[config.mk]
export PLATFORM = sky130hd
export DESIGN_NAME = psc_clock_power
export DESIGN_NICKNAME = d
export VERILOG_FILES = /design/src/logic/psc_pkg.sv /design/src/logic/psc_wake_sense.sv /design/src/logic/psc_clock_power.sv
export SDC_FILE = /design/constraint.sdc
export NUM_CORES = 1
export LEC_CHECK = 0
export BUFFER_PORTS_ARGS = -buffer_cell sky130_fd_sc_hd__clkbuf_2
export CORE_MARGIN = 1.5
export CORE_UTILIZATION = 47
export DETAILED_ROUTE_END_ITERATION = 8
export GPL_TIMING_DRIVEN = 1
export PLACE_DENSITY = 0.69
export SLEW_MARGIN = 20
export SYNTH_ARGS = -nofsm -noshare
export SYNTH_HDL_FRONTEND = slang
export SYNTH_SLANG_ARGS = --single-unit
[constraint.sdc]
create_clock -name sys_clk -period 2.04 [get_ports sys_clk]
set_input_delay 0.408 -clock sys_clk [delete_from_list [all_inputs] [get_ports sys_clk]]
set_output_delay 0.408 -clock sys_clk [all_outputs]
set_load 0.005 [all_outputs]
[src/logic/psc_pkg.sv]
`default_nettype none
package psc_pkg;

  // controller clock
  localparam int CLK_MHZ = 40;

  // core frequency codes, as firmware writes them
  localparam logic [1:0] FREQ_12M = 2'h0;
  localparam logic [1:0] FREQ_24M = 2'h1;
  localparam logic [1:0] FREQ_48M = 2'h2;
  localparam logic [1:0] FREQ_RESET = FREQ_48M;

  // pll multiplier from the 12 MHz reference for each core frequency
  localparam logic [2:0] MULT_12M = 3'h1;
  localparam logic [2:0] MULT_24M = 3'h2;
  localparam logic [2:0] MULT_48M = 3'h4;

  // reference crystal frequency
  localparam int XTAL_MHZ = 12;

  // number of peripheral interface modules and of wake lines
  localparam int PERIPH_COUNT = 9;
  localparam int WAKE_COUNT = 7;
  localparam logic [PERIPH_COUNT-1:0] PERIPH_POWER_RESET = 9'h000;

  // settle times in ns, and cycle counts derived from them (least times round up)
  localparam int OSC_SETTLE_NS = 100000;
  localparam int PLL_SETTLE_NS = 50000;
  localparam int OSC_SETTLE_CYC = (OSC_SETTLE_NS * CLK_MHZ + 999) / 1000;
  localparam int PLL_SETTLE_CYC = (PLL_SETTLE_NS * CLK_MHZ + 999) / 1000;
  localparam int CNT_W = 12;

  // power state machine, gray coded along entry and wake path except pll wait to run
  typedef enum logic [2:0] {
    PSC_RUN = 3'h0,
    PSC_GATE = 3'h1,
    PSC_STANDBY = 3'h3,
    PSC_OSC_WAIT = 3'h2,
    PSC_PLL_WAIT = 3'h6
  } psc_state_t;

endpackage : psc_pkg
`default_nettype wire

[src/logic/psc_wake_sense.sv]
`timescale 1ns/10ps
`default_nettype none
// level-compare wake detector: pins pass two flops, a snapshot is taken on
// entry, and any difference afterwards is a toggle. comparing levels instead
// of clocking edges means a toggle made while clocks were slowed is not lost.
module psc_wake_sense (
  // clock and reset
  input wire logic sys_clk,
  input wire logic rst,
  // control
  input wire logic armPulse,
  input wire logic armed,
  // pins from outside
  input wire logic [psc_pkg::WAKE_COUNT-1:0] wakePins,
  // result
  output logic wakeHit
);

  logic [psc_pkg::WAKE_COUNT-1:0] syncA_reg;
  logic [psc_pkg::WAKE_COUNT-1:0] syncB_reg;
  logic [psc_pkg::WAKE_COUNT-1:0] snap_reg;
  logic hit_reg;
  wire logic differ;

  assign differ = |(syncB_reg ^ snap_reg);
  assign wakeHit = hit_reg;

  // two-flop synchroniser, first stage read only by the second
  always_ff @(posedge sys_clk or posedge rst)
  begin
    if (rst)
    begin
      syncA_reg <= 7'h00;
      syncB_reg <= 7'h00;
    end
    else
    begin
      syncA_reg <= wakePins;
      syncB_reg <= syncA_reg;
    end
  end

  // snapshot at arming, then flag any line that has moved since
  always_ff @(posedge sys_clk or posedge rst)
  begin
    if (rst)
    begin
      snap_reg <= 7'h00;
      hit_reg <= 1'b0;
    end
    else
    begin
      if (armPulse)
        snap_reg <= syncB_reg;
      hit_reg <= armed & ~armPulse & differ;
    end
  end

endmodule : psc_wake_sense
`default_nettype wire

[src/logic/psc_clock_power.sv]
`timescale 1ns/10ps
`default_nettype none
module psc_clock_power (
  // clock and reset
  input wire logic sys_clk,
  input wire logic rst,
  // firmware control
  input wire logic [1:0] freqSel,
  input wire logic freqApply,
  input wire logic standbyReq,
  input wire logic [psc_pkg::PERIPH_COUNT-1:0] periphInUse,
  // analog cell status
  input wire logic oscReady,
  input wire logic pllLock,
  // wake pins
  input wire logic usbAPlus,
  input wire logic usbAMinus,
  input wire logic usbBPlus,
  input wire logic usbBMinus,
  input wire logic slave_port_a_select_n,
  input wire logic slave_port_b_select_n,
  input wire logic serial_ring_indicator_n,
  // oscillator and pll control
  output logic crystalOscEnable,
  output logic pllEnable,
  output logic [2:0] pllMult,
  // core clock and power
  output logic coreClkRun,
  output logic [1:0] coreFreq,
  output logic [psc_pkg::PERIPH_COUNT-1:0] periphPowerEn,
  output logic systemPowerEn,
  // status
  output logic inStandby,
  output logic wakeEvent
);

  psc_pkg::psc_state_t state_reg;
  psc_pkg::psc_state_t state_next;
  logic [psc_pkg::CNT_W-1:0] cnt_reg;
  logic [psc_pkg::CNT_W-1:0] cnt_next;
  logic [1:0] freq_reg;
  logic [2:0] mult_reg;
  logic osc_reg;
  logic pll_reg;
  logic clkRun_reg;
  logic sysPwr_reg;
  logic standby_reg;
  logic wakeEv_reg;
  logic [psc_pkg::PERIPH_COUNT-1:0] pwr_reg;
  logic oscSyncA_reg;
  logic oscSyncB_reg;
  logic lockSyncA_reg;
  logic lockSyncB_reg;
  wire logic wakeHit;
  wire logic armPulse;
  wire logic armed;
  wire logic freqValid;
  wire logic freqChange;
  wire logic cntDone;
  wire logic [psc_pkg::WAKE_COUNT-1:0] wakePins;

  // map a frequency code to its pll multiplier of the 12 MHz reference
  function automatic logic [2:0] freq_to_mult(input logic [1:0] code);
    case (code)
      psc_pkg::FREQ_12M: freq_to_mult = psc_pkg::MULT_12M;
      psc_pkg::FREQ_24M: freq_to_mult = psc_pkg::MULT_24M;
      default: freq_to_mult = psc_pkg::MULT_48M;
    endcase
  endfunction : freq_to_mult

  // selects and ring are active low but only toggles matter, so polarity is moot
  assign wakePins = {usbAPlus, usbAMinus, usbBPlus, usbBMinus,
                     slave_port_a_select_n, slave_port_b_select_n,
                     serial_ring_indicator_n};

  // only the three documented codes are taken; code 3 is ignored
  assign freqValid = (freqSel == psc_pkg::FREQ_12M) | (freqSel == psc_pkg::FREQ_24M)
                     | (freqSel == psc_pkg::FREQ_48M);
  // standby request wins: a frequency asked for in the same cycle is dropped
  assign freqChange = freqApply & freqValid & ~standbyReq
                      & (state_reg == psc_pkg::PSC_RUN);
  assign armPulse = (state_reg == psc_pkg::PSC_GATE);
  assign armed = (state_reg == psc_pkg::PSC_STANDBY);
  assign cntDone = (cnt_reg == '0);

  psc_wake_sense u_wake (
    .sys_clk(sys_clk),
    .rst(rst),
    .armPulse(armPulse),
    .armed(armed),
    .wakePins(wakePins),
    .wakeHit(wakeHit)
  );

  // analog status comes from another domain: two flops each
  always_ff @(posedge sys_clk or posedge rst)
  begin
    if (rst)
    begin
      oscSyncA_reg <= 1'b0;
      oscSyncB_reg <= 1'b0;
      lockSyncA_reg <= 1'b0;
      lockSyncB_reg <= 1'b0;
    end
    else
    begin
      oscSyncA_reg <= oscReady;
      oscSyncB_reg <= oscSyncA_reg;
      lockSyncA_reg <= pllLock;
      lockSyncB_reg <= lockSyncA_reg;
    end
  end

  // sequencing: standby entry, wake restart, and pll relock on a new frequency
  always_comb
  begin
    state_next = state_reg;
    cnt_next = cntDone ? cnt_reg : cnt_reg - 12'h001;
    case (state_reg)
      psc_pkg::PSC_RUN:
      begin
        if (standbyReq)
          state_next = psc_pkg::PSC_GATE;
        else if (freqChange)
        begin
          // core clock held off while the pll retunes
          state_next = psc_pkg::PSC_PLL_WAIT;
          cnt_next = psc_pkg::CNT_W'(psc_pkg::PLL_SETTLE_CYC);
        end
      end
      psc_pkg::PSC_GATE:
        state_next = psc_pkg::PSC_STANDBY;
      psc_pkg::PSC_STANDBY:
      begin
        if (wakeHit)
        begin
          state_next = psc_pkg::PSC_OSC_WAIT;
          cnt_next = psc_pkg::CNT_W'(psc_pkg::OSC_SETTLE_CYC);
        end
      end
      psc_pkg::PSC_OSC_WAIT:
      begin
        if (cntDone && oscSyncB_reg)
        begin
          state_next = psc_pkg::PSC_PLL_WAIT;
          cnt_next = psc_pkg::CNT_W'(psc_pkg::PLL_SETTLE_CYC);
        end
      end
      psc_pkg::PSC_PLL_WAIT:
      begin
        if (cntDone && lockSyncB_reg)
          state_next = psc_pkg::PSC_RUN;
      end
      default:
        state_next = psc_pkg::PSC_RUN;
    endcase
  end

  // state and settle counter; the 48 MHz start-up takes the same oscillator and pll wait as a wake
  always_ff @(posedge sys_clk or posedge rst)
  begin
    if (rst)
    begin
      state_reg <= psc_pkg::PSC_OSC_WAIT;
      cnt_reg <= psc_pkg::CNT_W'(psc_pkg::OSC_SETTLE_CYC);
    end
    else
    begin
      state_reg <= state_next;
      cnt_reg <= cnt_next;
    end
  end

  // frequency selection held until firmware applies a new valid one
  always_ff @(posedge sys_clk or posedge rst)
  begin
    if (rst)
    begin
      freq_reg <= psc_pkg::FREQ_RESET;
      mult_reg <= psc_pkg::MULT_48M;
    end
    else if (freqChange)
    begin
      freq_reg <= freqSel;
      mult_reg <= freq_to_mult(freqSel);
    end
  end

  // clock and power enables follow the next state so outputs are flops
  always_ff @(posedge sys_clk or posedge rst)
  begin
    if (rst)
    begin
      osc_reg <= 1'b1;
      pll_reg <= 1'b0;
      clkRun_reg <= 1'b0;
      sysPwr_reg <= 1'b1;
      standby_reg <= 1'b0;
      wakeEv_reg <= 1'b0;
      pwr_reg <= psc_pkg::PERIPH_POWER_RESET;
    end
    else
    begin
      osc_reg <= (state_next != psc_pkg::PSC_STANDBY)
                 & (state_next != psc_pkg::PSC_GATE);
      pll_reg <= (state_next == psc_pkg::PSC_RUN)
                 | (state_next == psc_pkg::PSC_PLL_WAIT);
      clkRun_reg <= (state_next == psc_pkg::PSC_RUN);
      sysPwr_reg <= (state_next != psc_pkg::PSC_STANDBY)
                    & (state_next != psc_pkg::PSC_GATE);
      standby_reg <= (state_next == psc_pkg::PSC_STANDBY);
      wakeEv_reg <= (state_reg == psc_pkg::PSC_STANDBY) & wakeHit;
      // unused modules always dark; everything dark outside run
      pwr_reg <= (state_next == psc_pkg::PSC_RUN) ? periphInUse
                 : psc_pkg::PERIPH_POWER_RESET;
    end
  end

  assign crystalOscEnable = osc_reg;
  assign pllEnable = pll_reg;
  assign pllMult = mult_reg;
  assign coreClkRun = clkRun_reg;
  assign coreFreq = freq_reg;
  assign periphPowerEn = pwr_reg;
  assign systemPowerEn = sysPwr_reg;
  assign inStandby = standby_reg;
  assign wakeEvent = wakeEv_reg;

endmodule : psc_clock_power
`default_nettype wire

Word level (Yosys, flattened, before mapping)
Cells that the tools add are included.
- multiplexer cells: 14
- equality and inequality tests: 10
- add/subtract/negate cells: 1
- reductions and logical operators: 7
- bitwise operators: 13
- operator list (kind ; count):
    $mux W12 ; 5
    $pmux W12 S3 ; 1
    $mux W3 ; 5
    $pmux W3 S5 ; 1
    $logic_not A12 Y1 ; 1
    $sub A12 B1 Y12 const B ; 1
    $eq A3 B2 Y1 const B ; 3
    $mux W9 ; 1
    $and A1 B1 Y1 ; 7
    $reduce_or A7 Y1 ; 1
    $xor A7 B7 Y7 ; 1
    $eq A3 B3 Y1 const B ; 2
    $logic_not A3 Y1 ; 2
    $pmux W3 S2 ; 1
    $eq A3 B1 Y1 const B ; 1
    $ne A3 B1 Y1 const B ; 1
    $ne A3 B2 Y1 const B ; 1
    $or A1 B1 Y1 ; 3
    $eq A2 B1 Y1 const B ; 1
    $eq A2 B2 Y1 const B ; 1
    $logic_and A1 B1 Y1 ; 2
    $logic_not A2 Y1 ; 1
    $not A1 Y1 ; 2
- register bits: 60
- output and inout port bits: 20

Longest topological paths before layout
- depth in word-level cells: 11
- gate-level depth with buffers: 8

Hierarchy
Synthesis repeated with hierarchy kept, for this count alone.
- cells, all modules: 193
- area, all modules: 2493.6 um2
- modules (own cells, without submodules) (module ; area each (um2) ; cells an instance ; sequential area each (um2) ; instances):
    psc_clock_power ; 1773.0 ; 152 ; 963.4 ; 1
    psc_wake_sense ; 720.7 ; 41 ; 550.5 ; 1

Least setup slack after synthesis
OpenSTA, ideal clock, no wires.
- path type: register to register
- start point: register cnt_reg[6] in the netlist's numbering
- end point: register state_reg[2]
- data required time: 1.914 ns
- data arrival time: 1.654 ns
- setup slack: 0.259 ns
- setup time: 0.126 ns
- stages on the path, launching flop included: 7
- cells stage by stage: dfrtp_1 > or3_4 > nor3_4 > and2_0 > buf_2 > nand2_1 > a311o_1
- word-level cells in the longest chain between the ends: 4
- elaborated cells between the ends (all ways): 6
- classes of those cells: mux (3); reduce/logical (3)
- ends and longest elaborated chain (item ; RTL line ; text):
    start, declared ; psc_clock_power.sv:39 ; logic [psc_pkg::CNT_W-1:0] cnt_reg;
    start signal, assigned ; psc_clock_power.sv:165 ; cnt_reg <= psc_pkg::CNT_W'(psc_pkg::OSC_SETTLE_CYC);
    start signal, assigned ; psc_clock_power.sv:170 ; cnt_reg <= cnt_next;
    $logic_not A12 Y1 (*) ; psc_clock_power.sv:84 ; assign cntDone = (cnt_reg == '0);
    $logic_and A1 B1 Y1, on equally long branches ; psc_clock_power.sv:151, psc_clock_power.sv:143 ;
    $mux W3, on equally long branches ; psc_clock_power.sv:151, psc_clock_power.sv:143 ;
    $pmux W3 S5 (*) ; psc_clock_power.sv:119 ; case (state_reg)
    via state_next[2] ; psc_clock_power.sv:38 ; psc_pkg::psc_state_t state_next;
    end signal, assigned ; psc_clock_power.sv:164 ; state_reg <= psc_pkg::PSC_OSC_WAIT;
    end signal, assigned ; psc_clock_power.sv:169 ; state_reg <= state_next;
    end, declared ; psc_clock_power.sv:37 ; psc_pkg::psc_state_t state_reg;
The timed path passes the listed nets; every way through them passes the cells marked *.
A chain may end at the register's enable or synchronous reset.

Worst setup path after layout
- start point: register cnt_reg[6] in the netlist's numbering
- end point: register cnt_reg[8] in the netlist's numbering
- word-level cells in the longest chain between the ends: 5
- elaborated cells between the ends (all ways): 9
- classes of those cells: add/sub (1); mux (6); reduce/logical (2)
- ends and longest elaborated chain (item ; RTL line ; text):
    $sub A12 B1 Y12 or $logic_not A12 Y1 (tied branches) ; psc_clock_power.sv:118, psc_clock_power.sv:84 ;
    $mux W12 ; psc_clock_power.sv:118 ; cnt_next = cntDone ? cnt_reg : cnt_reg - 12'h001;
    $mux W12 ; psc_clock_power.sv:124 ; else if (freqChange)
    $mux W12 ; psc_clock_power.sv:122 ; if (standbyReq)
    $pmux W12 S3 (*) ; psc_clock_power.sv:119 ;
    via cnt_next (one bit) ; psc_clock_power.sv:40 ; logic [psc_pkg::CNT_W-1:0] cnt_next;
Marked as above.

==> summary.md <==
| Metric | Value |
|---|---|
| Syn_nets | 207 |
| Most used DFF post-synth | dfrtp_1 |
| Reg clk slew, reported paths | 60 ps |
| Root buffer cell | clkbuf_8 |
| Period Utilization, post-route | 93.7% |
| RSZ-0062 raised after global routing | false |
| Clock Sinks | 60 |
| Required time of the critical path | 2290 ps |
| Ys Warns | 0 |
| Sequential area share after synthesis | 64.5% |
| Critical Path Start Type | flip-flop |
| Drt total wl | 3880 µm |
| Worst reg-to-reg path cell count | 5 |
| Vias | 1495 |
| Top sig layer | met4 |
| Maximum number of pins on one net before global-route repair | 61 |
| Diodes inserted | 0 |
| Post-layout instance area | 2880 µm² |
| Worst Path Arrival | 2160 ps |
| Asr flop ratio synth | 100% |
| # hold bufs at CTS | 0 |
| Congestion Overflow GR | 0 |
| Fin. Hold Viols | 0 |
| DR DRC count | 0 |
| Total GRT Usage | 16.9% |
| Initial antenna violation count | 0 |
| DR iter-0 viols | 83 |
| Num CTS Buffers | 9 |
| Slew HR | 70.9% |
| ANT nets after route | 0 |
| Port bufs | 43 |
| Die Ht | 73.7 µm |
| # rows | 25 |
| Max cap viols | 0 |
| Highest clock rate | 523 MHz |
| CP max stage delay | 440 ps |
| Pwr/cell area | 1080 nW/µm² |
| EDFF count, synth | 0 |
| Reg2Reg Setup Slack | 130 ps |
| DRT Pass-1 Iters | 4 |
| Dpl hpwl | 2730 µm |
| RR Startpoint | cnt_reg[6]$_DFF_PP0_ |
| Crit path kind | reg2reg |
| Final worst slack | 128 ps |
| Core box area | 4750 µm² |
| Unique masters post-synth | 42 |
| Largest register FFs | 12 |
| Layout Skew | 5.00 ps |
| Crit Path Max Fanout | 6 |
| Worst hold margin | 124 ps |
| Vias per cell | 4.85 |
| Post-route setup TNS | 0 ps |
| Wire length on met2 | 1830 µm |
| Max IR drop VDD | 608 µV |
| Vias in the first global route | 1479 |
| Nets | 262 |
| Mapped cell area | 2350 µm² |
| Outcome | complete, no violations |
| Max clock buf depth | 2 |
| CTS tree | built |
| Area delta synth->final | 22.6% |
| Slew @ Worst Pin | 434 ps |
| Initial Utilization | 49.4% |
| Critical path launch point | cnt_reg[6]$_DFF_PP0_ |
| Reg area | 1510 µm² |
| Final setup vio count | 0 |
| CP Buf/Inv Count | 0 |
| Mapped Cells | 181 |
| Htree depth | 3 |
| Clk_lat worst skew | 330 ps |
| Tot Pwr | 3.11 mW |
| M1 wire length | 1800 µm |
| Multi-input logic area | 792 µm² |
| HP Class | in2async |
| Setup slack at placement | 138 ps |
| Die X | 73.7 µm |
| Met3 wire length | 171 µm |
| Slew Viols, Final | 0 |
| Clock period minus worst slack | 1910 ps |
| Routability cong. | 0.824 |
| DR WL/cell | 12.6 µm |
| Setup crit end kind | flip-flop |
| Max stage delay cell, worst path | a221o_1 |
| Layout fillers | 395 |
| Avg Inst Size Synth | 13.0 µm² |
| Seq cells post-synth | 60 |
| Leakage | 1.38 nW |
| Share of cells above drive strength 1 | 37.8% |
| Crit-path leading delay family | simple AND/OR/NAND/NOR gates |
| Critical R2R Capture | cnt_reg[8]$_DFF_PP1_ |
| I/O Pins | 44 |
| Die ar. | 5430 µm² |
| Global-route wire length before repair | 6670 µm |
| CP Cell Sequence | or3_4 > nor3_4 > nand3_1 > a221o_1 > o21ai_0 |
| Area post-placement | 2680 µm² |
==> what timing repair did <==
action,4_1_cts,5_1_grt
buffers inserted,0,0
resized for setup,0,1
endpoints found under the setup margin,0,2
==> power breakdown <==
| group | total (mW) | internal, mW | switching, mW |
|---|---|---|---|
| Combinational | 0.564 | 0.281 | 0.283 |
| Clock | 1.01 | 0.597 | 0.414 |
| Sequential | 1.53 | 1.40 | 0.135 |
==> layout make-up <==
| type | count | area share, % |
|---|---|---|
| clock buffers | 14 | 5.30 |
| clock inverters | 2 | 1.22 |
| flip-flops and latches | 60 | 52.6 |
| multi-input cells | 108 | 27.5 |
| well taps | 67 | 2.91 |
| repair buffers | 49 | 9.47 |
| inverters | 8 | 1.04 |
==> layer usage <==
| layer | vias to the layer above | GRT usage (%) |
|---|---|---|
| li1 | 734 | - |
| met1 | 714 | 22.4 |
| met2 | 39 | 24.2 |
| met3 | 8 | 5.21 |
| met4 | 0 | 10.5 |
| met5 | - | 0 |
==> layout by cell type, fill, tap and decap left out, types with 2 or more instances in the layout <==
master and n:
dfrtp_1 50, clkbuf_2 43, mux2_2 11, xnor2_1 10, clkbuf_8 10, dfstp_2 10, nand2_1 9, and2_1 9
nor2_1 8, o21ai_0 8, inv_1 7, nor3_1 7, a21oi_1 5, buf_4 5, nand3_1 4, xor2_1 4
clkbuf_1 4, a211oi_1 3, nor2b_1 2, o31a_1 2, nor4_1 2, nor3_2 2, ha_1 2
==> stage by stage <==
stage	std cells	util (%)
finish	308	60.6
global route	308	60.6
CTS	308	60.3
detailed placement	292	56.4
global placement	292	56.4
floorplan	181	-
==> Yosys cell counts, types with 2 or more instances <==
master,instances,area share (%)
nor3_1,7,1.5
ha_1,2,1.1
o31a_1,2,0.75
nor3_2,2,0.85
clkbuf_1,3,0.48
xnor2_1,10,3.7
nand2_1,9,1.4
dfstp_2,10,11
mux2_2,11,5.3
inv_1,8,1.3
nor2_1,8,1.3
a21oi_1,5,1.1
nand3_1,4,0.85
nor2b_1,2,0.53
o21ai_0,8,1.7
nor4_1,2,0.53
and2_1,9,2.4
xor2_1,4,1.5
dfrtp_1,50,53
a211oi_1,3,0.96
==> how the worst max path moves through the flow <==
stage / endpoint / cells after the start
final: cnt_reg[8]$_DFF_PP1_ / 5
after global routing: cnt_reg[2]$_DFF_PP0_ / 5
after CTS: cnt_reg[1]$_DFF_PP0_ / 5
after detailed placement: cnt_reg[1]$_DFF_PP0_ / 5
after global placement: cnt_reg[1]$_DFF_PP0_ / 5
after floorplan: cnt_reg[0]$_DFF_PP0_ / 1
==> logic make-up after synthesis <==
family	Yosys count	share of synthesized area, %
buffers and inverters	13	2.29
AOI/OAI and AO/OA	28	8.31
DFF	60	64.5
xor gates and xnor gates	14	5.22
muxes	12	5.70
adders and majority gates	2	1.07
and+or+nand+nor	52	12.9
==> worst min-delay path, delay by kind of cell <==
kind	cells	cell delay (ps)
buf+inv	3	430
Note: power is estimated with default switching activity, not from simulation.
